===== src/core/rfp_map.svh =====
`ifndef RFP_MAP_SVH
`define RFP_MAP_SVH
// Clock and timer base
`define RFP_CLK_HZ        25000000
`define RFP_TICK_MS       1
// Rated continuous current in measurement counts
`define RFP_RATED_CUR     16'd1000
// Level thresholds in half multiples of the rated current
`define RFP_L1_MULT2      5'd4
`define RFP_L2_MULT2      5'd5
`define RFP_L3_MULT2      5'd6
`define RFP_L4_MULT2      5'd8
`define RFP_L5_MULT2      5'd10
`define RFP_L6_MULT2      5'd12
`define RFP_SC_MULT2      5'd14
// Level persistence delays in ms
`define RFP_L1_DLY_MS     16'd60000
`define RFP_L2_DLY_MS     16'd10000
`define RFP_L3_DLY_MS     16'd1000
`define RFP_L4_DLY_MS     16'd20
`define RFP_L5_DLY_MS     16'd4
`define RFP_L6_DLY_MS     16'd2
// Short circuit: total response limit and glitch filter
`define RFP_SC_MAX_US     1000
`define RFP_SC_FILT_CYC   3'd4
// Lockout after a current trip, in ms
`define RFP_LOCK_MS       14'd10000
// Temperature thresholds in degrees C
`define RFP_OT_SET_C      9'sd135
`define RFP_OT_CLR_C      9'sd130
// Indicator blink step in ms
`define RFP_BLINK_MS      8'd250
// Indicator flash counts
`define RFP_OT_FLASHES    5'd8
`endif


===== src/core/rfp_pkg.sv =====
package rfp_pkg;
  typedef enum logic [1:0] {RFP_RUN, RFP_LOCK, RFP_ARMED} rfp_trip_t;
  typedef logic signed [15:0] rfp_cur_t;
  typedef logic signed [8:0]  rfp_temp_t;
endpackage


===== src/core/rfp_guard.sv =====
`timescale 1ns/1ps
`default_nettype none
`include "rfp_map.svh"

// How it works
// six over-current levels plus short circuit
// one-way acts on source-to-load only
// fixed level multiples and delays
// short circuit trips within 1 ms
// detection adds under 2 ms
// level fires after full continuous delay only
// trip opens switch and blinks level
// thresholds are constants, not user settable
// 10 s lockout, then trigger toggle
// 135 C opens switch, blinks pattern
// leave over-temperature below 130 C
// triggers and voltage tracked during over-temperature
// on exit follow present main trigger
// under-voltage during over-temperature keeps switch open
// switch opens on trigger or fault
// override closes switch under under-voltage
// indicator shows highest priority fault
// no fault: switch follows main trigger
// level timer restarts when current drops
module rfp_guard #(
  parameter int TICK_CYC = `RFP_CLK_HZ / 1000 * `RFP_TICK_MS
) (
  input  wire logic             clk,           // 25 MHz clock
  input  wire logic             rstn,          // Sync reset, active low
  input  wire rfp_pkg::rfp_cur_t  cur_meas,    // Switch current, + = to load
  input  wire rfp_pkg::rfp_temp_t temp_meas,   // Internal temperature, C
  input  wire logic             uv_active,     // Under-voltage detected
  input  wire logic             uv_enable,     // Under-voltage feature on
  input  wire logic             main_trig_pin, // Main trigger pin
  input  wire logic             ovr_trig_pin,  // Override trigger pin
  input  wire logic             bidir_pin,     // Two-direction variant strap
  output var  logic             gate_q,        // Switch closed when high
  output var  logic             fault_led_q,   // Red fault indicator
  output var  logic [2:0]       trip_level_q   // 0 none, 1-6 level, 7 short
);
  localparam logic [4:0]  MULT2 [7] = '{`RFP_L1_MULT2, `RFP_L2_MULT2,
    `RFP_L3_MULT2, `RFP_L4_MULT2, `RFP_L5_MULT2, `RFP_L6_MULT2,
    `RFP_SC_MULT2};
  localparam logic [15:0] DLY [6] = '{`RFP_L1_DLY_MS, `RFP_L2_DLY_MS,
    `RFP_L3_DLY_MS, `RFP_L4_DLY_MS, `RFP_L5_DLY_MS, `RFP_L6_DLY_MS};

  // Pin synchronisers
  logic main_s1, main_s2, main_s3, ovr_s1, ovr_s2, bidir_s1, bidir_s2;
  always_ff @(posedge clk) begin
    if (!rstn) begin
      main_s1  <= 1'b0;
      main_s2  <= 1'b0;
      main_s3  <= 1'b0;
      ovr_s1   <= 1'b0;
      ovr_s2   <= 1'b0;
      bidir_s1 <= 1'b0;
      bidir_s2 <= 1'b0;
    end else begin
      main_s1  <= main_trig_pin;
      main_s2  <= main_s1;
      main_s3  <= main_s2;
      ovr_s1   <= ovr_trig_pin;
      ovr_s2   <= ovr_s1;
      bidir_s1 <= bidir_pin;
      bidir_s2 <= bidir_s1;
    end
  end

  // Millisecond tick
  logic [14:0] div_q, div_d;
  logic        tick_q, tick_d;
  always_comb begin
    tick_d = (div_q == 15'(TICK_CYC - 1));
    div_d  = tick_d ? 15'h0 : div_q + 15'h1;
  end
  always_ff @(posedge clk) begin
    if (!rstn) begin
      div_q  <= 15'h0;
      tick_q <= 1'b0;
    end else begin
      div_q  <= div_d;
      tick_q <= tick_d;
    end
  end

  // Current magnitude in the protected direction
  logic [15:0] mag;
  logic [6:0]  over;
  always_comb begin
    if (cur_meas >= 0) begin
      mag = 16'(cur_meas);
    end else if (bidir_s2) begin
      mag = 16'(-cur_meas);
    end else begin
      mag = 16'h0;
    end
  end

  // Per-level persistence timers
  logic [5:0]  lvl_exp;
  genvar i;
  generate
    for (i = 0; i < 7; i++) begin : g_cmp
      assign over[i] = {4'h0, mag, 1'b0} >
                       21'(`RFP_RATED_CUR) * 21'(MULT2[i]);
    end
    for (i = 0; i < 6; i++) begin : g_lvl
      logic [15:0] cnt_q, cnt_d;
      always_comb begin
        if (!over[i]) begin
          cnt_d = 16'h0;
        end else if (tick_q && cnt_q != DLY[i] + 16'h1) begin
          cnt_d = cnt_q + 16'h1;
        end else begin
          cnt_d = cnt_q;
        end
      end
      always_ff @(posedge clk) begin
        if (!rstn) begin
          cnt_q <= 16'h0;
        end else begin
          cnt_q <= cnt_d;
        end
      end
      // One tick beyond the delay, as the first tick may come at once
      assign lvl_exp[i] = over[i] && cnt_q == DLY[i] + 16'h1;
      a_lvl_restart: assert property (@(posedge clk)
        disable iff (!rstn) !over[i] |=> cnt_q == 16'h0)
        else $error("level timer kept running below threshold");
    end
  endgenerate

  // Short-circuit filter
  logic [2:0] sc_cnt_q, sc_cnt_d;
  logic       sc_exp;
  always_comb begin
    if (!over[6]) begin
      sc_cnt_d = 3'h0;
    end else if (sc_cnt_q != `RFP_SC_FILT_CYC - 3'h1) begin
      sc_cnt_d = sc_cnt_q + 3'h1;
    end else begin
      sc_cnt_d = sc_cnt_q;
    end
    sc_exp = over[6] && sc_cnt_q == `RFP_SC_FILT_CYC - 3'h1;
  end

  // Trip, lockout and re-arm
  rfp_pkg::rfp_trip_t state_q, state_d;
  logic [13:0] lock_q, lock_d;
  logic [2:0]  level_d;
  always_comb begin
    state_d = state_q;
    lock_d  = lock_q;
    level_d = trip_level_q;
    case (state_q)
      rfp_pkg::RFP_RUN: begin
        lock_d = 14'h0;
        if (sc_exp) begin
          level_d = 3'd7;
          state_d = rfp_pkg::RFP_LOCK;
        end else if (lvl_exp != 6'h0) begin
          state_d = rfp_pkg::RFP_LOCK;
          for (int k = 0; k < 6; k++) begin
            if (lvl_exp[k]) begin
              level_d = 3'(k + 1);
            end
          end
        end
      end
      rfp_pkg::RFP_LOCK: begin
        if (tick_q) begin
          lock_d = lock_q + 14'h1;
          if (lock_q == `RFP_LOCK_MS) begin
            state_d = rfp_pkg::RFP_ARMED;
          end
        end
      end
      rfp_pkg::RFP_ARMED: begin
        if (main_s2 && !main_s3) begin
          state_d = rfp_pkg::RFP_RUN;
          level_d = 3'd0;
        end
      end
      default: begin
        state_d = rfp_pkg::RFP_RUN;
      end
    endcase
  end

  // Over-temperature, under-voltage hold and switch command
  logic ot_q, ot_d, uv_hold_q, uv_hold_d, uv_eff, gate_d;
  always_comb begin
    ot_d = ot_q;
    if (temp_meas >= `RFP_OT_SET_C) begin
      ot_d = 1'b1;
    end else if (temp_meas < `RFP_OT_CLR_C) begin
      ot_d = 1'b0;
    end
    uv_hold_d = uv_hold_q;
    if (ot_q && uv_enable && uv_active) begin
      uv_hold_d = 1'b1;
    end else if (!main_s2) begin
      uv_hold_d = 1'b0;
    end
    uv_eff = (uv_enable && uv_active) || uv_hold_q;
    gate_d = main_s2 && state_d == rfp_pkg::RFP_RUN && !ot_d
             && (!uv_eff || ovr_s2);
  end

  // Fault indicator: flash count per fault, steady for under-voltage
  logic [7:0] blk_q, blk_d;
  logic [4:0] ph_q, ph_d, code;
  logic       led_d;
  always_comb begin
    blk_d = blk_q;
    ph_d  = ph_q;
    if (tick_q) begin
      blk_d = (blk_q == `RFP_BLINK_MS - 8'h1) ? 8'h0 : blk_q + 8'h1;
      if (blk_q == `RFP_BLINK_MS - 8'h1) begin
        ph_d = ph_q + 5'h1;
      end
    end
    if (trip_level_q != 3'd0) begin
      code = {2'b00, trip_level_q};
    end else if (ot_q) begin
      code = `RFP_OT_FLASHES;
    end else begin
      code = 5'h0;
    end
    if (code != 5'h0) begin
      led_d = !ph_q[0] && {1'b0, ph_q[4:1]} < code;
    end else begin
      led_d = uv_eff;
    end
  end

  always_ff @(posedge clk) begin
    if (!rstn) begin
      sc_cnt_q     <= 3'h0;
      state_q      <= rfp_pkg::RFP_RUN;
      lock_q       <= 14'h0;
      trip_level_q <= 3'd0;
      ot_q         <= 1'b0;
      uv_hold_q    <= 1'b0;
      gate_q       <= 1'b0;
      blk_q        <= 8'h0;
      ph_q         <= 5'h0;
      fault_led_q  <= 1'b0;
    end else begin
      sc_cnt_q     <= sc_cnt_d;
      state_q      <= state_d;
      lock_q       <= lock_d;
      trip_level_q <= level_d;
      ot_q         <= ot_d;
      uv_hold_q    <= uv_hold_d;
      gate_q       <= gate_d;
      blk_q        <= blk_d;
      ph_q         <= ph_d;
      fault_led_q  <= led_d;
    end
  end

  a_trip_gate_open: assert property (@(posedge clk) disable iff (!rstn)
    state_q != rfp_pkg::RFP_RUN |-> !gate_q)
    else $error("switch closed while tripped");
  a_ot_gate_open: assert property (@(posedge clk) disable iff (!rstn)
    ot_q |-> !gate_q)
    else $error("switch closed in over-temperature");
  a_ot_hyst_hold: assert property (@(posedge clk) disable iff (!rstn)
    ot_q && temp_meas >= `RFP_OT_CLR_C |=> ot_q)
    else $error("over-temperature left above clear level");
  a_sc_fast_trip: assert property (@(posedge clk) disable iff (!rstn)
    (over[6] && state_q == rfp_pkg::RFP_RUN)[*4]
      |=> state_q == rfp_pkg::RFP_LOCK && trip_level_q == 3'd7)
    else $error("short circuit not tripped in time");
  a_sc_filter_min: assert property (@(posedge clk) disable iff (!rstn)
    state_q == rfp_pkg::RFP_RUN && !$past(over[6], 3)
      |=> trip_level_q != 3'd7)
    else $error("short circuit tripped before filter time");
  a_lock_no_rearm: assert property (@(posedge clk) disable iff (!rstn)
    state_q == rfp_pkg::RFP_LOCK && lock_q < `RFP_LOCK_MS
      |=> state_q == rfp_pkg::RFP_LOCK)
    else $error("lockout ended early");
  a_follow_main: assert property (@(posedge clk) disable iff (!rstn)
    state_d == rfp_pkg::RFP_RUN && !ot_d && !uv_eff
      |=> gate_q == $past(main_s2))
    else $error("switch does not follow main trigger");
  a_uv_no_ovr: assert property (@(posedge clk) disable iff (!rstn)
    uv_eff && !ovr_s2 |=> !gate_q)
    else $error("switch closed under under-voltage without override");
  a_uv_hold_keep: assert property (@(posedge clk) disable iff (!rstn)
    $fell(ot_q) && uv_hold_q && !ovr_s2 |=> !gate_q)
    else $error("switch closed after over-temperature despite under-voltage");
endmodule
`default_nettype wire


===== config.mk =====
export PLATFORM = sky130hd
export DESIGN_NAME = rfp_guard
export DESIGN_NICKNAME = d
export VERILOG_FILES = /design/src/core/rfp_pkg.sv /design/src/core/rfp_guard.sv
export VERILOG_INCLUDE_DIRS = /design/src /design/src/core
export SDC_FILE = /design/constraint.sdc
export NUM_CORES = 1
export LEC_CHECK = 0
export BUFFER_PORTS_ARGS = -buffer_cell sky130_fd_sc_hd__buf_2
export CAP_MARGIN = 0
export CELL_PAD_IN_SITES_DETAIL_PLACEMENT = 0
export CELL_PAD_IN_SITES_GLOBAL_PLACEMENT = 1
export CORE_MARGIN = 2
export CORE_UTILIZATION = 25
export DETAILED_ROUTE_END_ITERATION = 12
export PLACE_DENSITY_LB_ADDON = 0.1
export SLEW_MARGIN = 10
export SYNTH_ARGS = -nofsm -noshare
export SYNTH_HDL_FRONTEND = slang
export SYNTH_SLANG_ARGS = --single-unit

===== constraint.sdc =====
create_clock -name clk -period 3.9 [get_ports clk]
set_input_delay 0.78 -clock clk [delete_from_list [all_inputs] [get_ports clk]]
set_output_delay 0.78 -clock clk [all_outputs]
set_load 0.02 [all_outputs]

# [Word level (Yosys, flattened, before mapping)]
# Cells that the tools add are included.
# Widths: inputs -> output; s select.
[totals] reg_bits=158 output_inout_bits=5 word_cells=146 inputBits=32
[op_classes] bitwise_logic=1 eq_ne=24 reduce_logical=45 magnitude_cmp=11 muxes=28 add_sub_neg=12
[op_table] operator="$add 16x1->16 const B" n=6
[op_table] operator="$gt 17x13->1 const B" n=3
[op_table] operator="$gt 17x14->1 const B" n=3
[op_table] operator="$mux 16" n=2
[op_table] operator="$pmux 14 s2" n=1
[op_table] operator="$mux 3" n=9
[op_table] operator="$logic_and 1x1->1" n=21
[op_table] operator="$reduce_and 2->1" n=9
[op_table] operator="$gt 17x12->1 const B" n=1
[op_table] operator="$eq 16x10->1 const B" n=1
[op_table] operator="$eq 16x14->1 const B" n=1
[op_table] operator="$eq 16x16->1 const B" n=1
[op_table] operator="$eq 16x2->1 const B" n=1
[op_table] operator="$eq 16x3->1 const B" n=1
[op_table] operator="$eq 16x5->1 const B" n=1
[op_table] operator="$ge 16x1->1 const B" n=1
[op_table] operator="$ne 16x10->1 const B" n=1
[op_table] operator="$ne 16x14->1 const B" n=1
[op_table] operator="$ne 16x16->1 const B" n=1
[op_table] operator="$ne 16x2->1 const B" n=1
[op_table] operator="$ne 16x3->1 const B" n=1
[op_table] operator="$ne 16x5->1 const B" n=1
[op_table] operator="$neg 16->16" n=1
[op_table] operator="$add 15x1->15 const B" n=1
[op_table] operator="35 further kinds" n=51

# [Depth between registers and ports, before layout]
[logic_depth] word_depth=14 ltp_mapped=15 ltp_nobuf=11

# [Worst setup path after synthesis]
# OpenSTA, ideal clock, no wires.
[synth_path] path_type="input to register" start="input port cur_meas[0]" end="register g_lvl[2].cnt_q[0]" setup_time_ns=0.128 t_required_ns=3.772 path_stages=12 arrival_time_ns=3.504 path_buffers=3 slack_ns=0.268 cell_sequence="clkbuf_1 -> inv_1 -> ha_1 -> buf_2 -> xnor2_1 -> o41ai_1 -> o221ai_1 -> nor4_1 -> and2_2 -> a311o_1 -> clkbuf_1 -> nor2_1"
[synth_via] elab_chain_len=5 elab_cells_between_ends=6 cone_classes="add/sub (1); order compare (2); mux (2); reduce/logical (1)"
[synth_lines] element="start, declared" line="rfp_guard.sv:30" rtl="input wire rfp_pkg::rfp_cur_t cur_meas,"
[synth_lines] element="$neg 16->16" line="rfp_guard.sv:93" rtl="mag = 16'(-cur_meas);"
[synth_lines] element="$mux 16" line="rfp_guard.sv:92" rtl="end else if (bidir_s2) begin"
[synth_lines] element="$mux 16 (*)" line="rfp_guard.sv:90" rtl="if (cur_meas >= 0) begin"
[synth_lines] element="$gt 17x13->1 (*)" line="rfp_guard.sv:104" rtl="assign over[i] = {4'h0, mag, 1'b0} >"
[synth_lines] element="$reduce_and 2->1 (no line) (*)"
[synth_lines] element="end signal, assigned" line="rfp_guard.sv:122" rtl="cnt_q <= cnt_d;"
[synth_lines] element="end, declared" line="rfp_guard.sv:108" rtl="logic [15:0] cnt_q, cnt_d;"
# Every way passes the cells marked *; elsewhere a longest branch is shown, timed or not.
# A chain may end at the register's enable or synchronous reset.

# [Worst setup path in the final report]
[layout_path] start="input port cur_meas[1]" end="register trip_level_q[1]"
[layout_via] elab_chain_len=13 elab_cells_between_ends=30 cone_classes="add/sub (1); order compare (8); eq/ne (2); mux (10); reduce/logical (9)"
[layout_lines] element="$neg 16->16" line="rfp_guard.sv:93"
[layout_lines] element="$mux 16" line="rfp_guard.sv:92"
[layout_lines] element="$mux 16 (*)" line="rfp_guard.sv:90"
[layout_lines] element="$gt 17x13->1" line="rfp_guard.sv:104"
[layout_lines] element="$logic_and 1x1->1" line="rfp_guard.sv:126" rtl="assign lvl_exp[i] = over[i] && cnt_q == DLY[i] + 16'h1;"
[layout_lines] element="$mux 3 (5 in series)" line="rfp_guard.sv:164" rtl="if (lvl_exp[k]) begin"
[layout_lines] element="$mux 3" line="rfp_guard.sv:161" rtl="end else if (lvl_exp != 6'h0) begin"
[layout_lines] element="$mux 3" line="rfp_guard.sv:158" rtl="if (sc_exp) begin"
[layout_lines] element="$pmux 3 s2" line="rfp_guard.sv:155" rtl="case (state_q)"
[layout_lines] element="end signal, assigned" line="rfp_guard.sv:253" rtl="trip_level_q <= level_d;"
[layout_lines] element="end, declared" line="rfp_guard.sv:39" rtl="output var logic [2:0] trip_level_q"
# Every way passes the cells marked *; elsewhere a longest branch is shown, timed or not. The select of a mux whose other input is x is not followed.

==> results.txt <==
- Post-synthesis register bit count: 158
* Number of pins with negative max-slew slack in the final report: 0
- Number of hold-slack violations in the final timing report: 0
- The first global-routing pass estimated approximately 37,000 µm of wire.
* Cell count of the worst reg-to-reg path: 9
- For this block, the routed nets add up to 21,900 µm of wire.
- Async set or reset register ratio after synthesis: 0
- The clock passes through at most 2 buffers.
- Synthesis-to-finish area growth: 16.1%
* Worst reg2reg startpoint: bidir_s2
* H-tree depth reported by CTS: 4
* Maximum number of pins on one net before global-route repair: 22
- Setup repair after global routing left no endpoint under its margin.
- For this run, the leading register cell type out of synthesis is dfxtp_1.
- Library cell used as clock root buffer: clkbuf_16
* Count of pins on the block boundary: 37
- Total global-route track usage: 0.128
* Post-synth EDFFs: 0
- Across the VDD grid, the largest voltage drop is just under 300 µV.
- Via count: roughly 7,000
- Across the run, the number of max-cap violations was 0.
- Class of the tightest hold or removal check: reg2reg
- Antenna diode count: 0
- The tree built by TritonCTS fans out to 158 sinks.
* Worst-path clk slew: 60 ps
- Number of buffers added by the clock tree synthesis step: 17
- After clock tree synthesis, the flow added hold-fix buffers numbering 0.
* Outcome: complete, no violations
- Die Footprint: 0.0358 mm²
- Worst R2R Setup Slack: 930 ps
* Sum of overflow across all layers after global routing: 0
* Violation count after the first detailed-route iteration: roughly 420
* Final estimated routing congestion in global placement: 0.815
- After clock tree synthesis, the repair step resized 0 gates.
* Actual transition at the worst max-transition pin: between 800 and 900 ps
- On the final layout, the worst clock skew is between 10 and 15 ps.
* Area of the mapped netlist: 0.00858 mm²
- The startpoint identified for the worst hold timing path is bidir_s1.
- Dividing the final minimum period by the clock period gives 0.865.
* Yosys cell types: 92
- DRC violation count after routing: 0
* Required time worst endpoint: 4200 ps
- In this run the worst path has a maximum fanout of 10.
- For this design the ratio of total power to cell area is approximately 350 mW/mm².
* Critical Setup Path Class: in2reg
- In the routed layout, each cell is associated on average with a via count of ~4.7.
- Cell depth of the worst hold path: 1
- Post-synthesis net count: 1,076
* Post-synthesis area per instance: 8.41 µm²
* Number of warnings reported in the yosys synthesis log: 0
- At the later pin of the worst-skew pair, clock insertion delay measures 430 ps.
- In the final routed layout, each cell accounts on average for 14.2 µm.
- Die Span X: between 150 and 200 µm
* Half-perimeter wire length of the detailed placement result: 15,900 µm
- Measured along the y axis, the die boundary spans 189 µm.
- Peak clock frequency supported by timing: a little under 300 MHz
- The initialized floorplan defines 67 standard-cell rows.
- TritonCTS built the clock tree.
* Accumulated negative setup slack: 0 ps
- Leak Pwr: 3.42 nW
- Share of post-route cells with drive strength above 1: 0.127
- The detail route stage leaves a number of antenna-violating nets equal to 0.
- Headroom to the max-slew limit: 0.416
- DRT Pass-1 Iters: 5
* Antenna violations before repair: 0
* Hold endpoint: bidir_s2
- Number of buffers inserted to repair setup after CTS: 0
- Arrival time at the worst endpoint: 3670 ps
- Sequential cell area fraction in the yosys report: 0.368
- Number of I/O port buffers: 36
- Cells after synthesis: 1,021
- Kind of end point of the critical path: flip-flop
- The worst path needs 3370 ps of the cycle, external delays included.
- Setup violations remaining at the end of the flow were counted as 0.
- Measured on the finished design, the core utilization comes to 0.296.
* Final hold slack: 433 ps
- Net count of the finished layout: 1,133
* Via count of the first global-routing pass: 7,015
- Core Area: 0.0337 mm²
* Worst setup SP type: input port
- In this run the critical register-to-register path is captured at trip_level_q[0].
* Initial standard-cell utilization of the core: 0.255
-- cells in the mapped netlist (all sizes together) (24+ instances only) --
master / number / area share
a21oi: 27 / 0.016
xor2: 87 / 0.089
nand4: 39 / 0.028
nor3: 24 / 0.015
dfxtp: 158 / 0.37
nor2: 184 / 0.082
inv: 34 / 0.015
o21ai: 27 / 0.016
nand2: 75 / 0.033
nand3: 36 / 0.021
clkbuf: 28 / 0.018
xnor2: 39 / 0.040
-- power breakdown --
part | internal [W] | total [W] | switching [W]
registers | 0.00162 | 0.00163 | 0.00000648
clock network | 0.000955 | 0.00164 | 0.000683
logic | 0.000101 | 0.000270 | 0.000170
-- worst max-delay path by stage --
stage	startpoint	to	slack, ps	cells past startpoint
after global placement	cur_meas[1]	trip_level_q[1]	130	13
after global routing	cur_meas[1]	trip_level_q[1]	270	13
after floorplan	cur_meas[0]	g_lvl[2].cnt_q[0]	270	12
final	cur_meas[1]	trip_level_q[1]	530	13
after detailed placement	cur_meas[3]	trip_level_q[0]	100	10
after CTS	cur_meas[1]	trip_level_q[1]	590	13
-- kinds of logic after synthesis --
logic type	share of synthesized area
compound gates	0.117
xor+xnor	0.129
fa+ha+maj	0.0335
buf+inv	0.0443
flops	0.368
mux	0.00831
simple gates	0.299
-- layout make-up --
| class | instances | area, µm² |
|---|---|---|
| clock inverters | 11 | 118 |
| inverters | 34 | 128 |
| repair buffers | 76 | 505 |
| fillers | 3674 | 23700 |
| flip-flops and latches | 158 | 3160 |
| multi-input cells | 791 | 5040 |
| well taps | 448 | 561 |
| clock buffers | 21 | 450 |
-- through the flow --
| step | setup WS [ps] | instances | power [W] | area (µm²) |
|---|---|---|---|---|
| global route | 271 | 1539 | 0.00371 | 9970 |
| finish | 526 | 1539 | 0.00354 | 9970 |
| global placement | 131 | 1507 | 0.00194 | 9400 |
| detailed placement | 103 | 1507 | 0.00194 | 9400 |
| floorplan | 268 | 1021 | 0.00182 | 8580 |
| CTS | 586 | 1539 | 0.00363 | 9970 |
-- critical path, cell delays in order --
cell	delay [ps]
buf_2	110
inv_1	60
ha_1	350
xnor2_1	100
o41ai_1	600
o221ai_1	260
nor4_1	380
buf_4	200
a41oi_1	100
o21a_1	160
or2_2	310
o21ai_0	170
a21oi_1	80
-- registers in the layout (all words and copies together) (netlist names), 2 cells and up --
register	flops
sc_cnt_q	3
state_q	2
blk_q	8
ph_q	5
div_q	15
trip_level_q	3
lock_q	14
g_lvl.cnt_q	96
-- placed cells by master (no fill, tap or decap), drive strengths merged, types with 6 or more instances in the layout --
| cell | n |
|---|---|
| nor3 | 24 |
| and3 | 23 |
| xnor2 | 39 |
| ha | 23 |
| nor2 | 184 |
| clkinv | 7 |
| nand2 | 75 |
| nand4 | 39 |
| buf | 76 |
| and4 | 10 |
| clkbuf | 21 |
| nand4b | 7 |
| a21oi | 27 |
| or3 | 12 |
| mux2i | 6 |
| nand3 | 36 |
| a211oi | 17 |
| nand2b | 9 |
| inv | 34 |
| dfxtp | 158 |
| xor2 | 87 |
| nor4b | 10 |
| and2 | 15 |
| nor4 | 23 |
| o21ai | 27 |
-- per-layer routing --
metal	wire length (µm)	global-route usage	vias to the layer above	share of wire
li1	-	-	3727	-
met1	11200	0.173	3330	0.51
met2	9610	0.200	80	0.44
met3	676	0.0282	22	0.031
met4	408	0.0477	0	0.019
met5	0	0	-	0
Note: power is estimated with default switching activity, not from simulation.
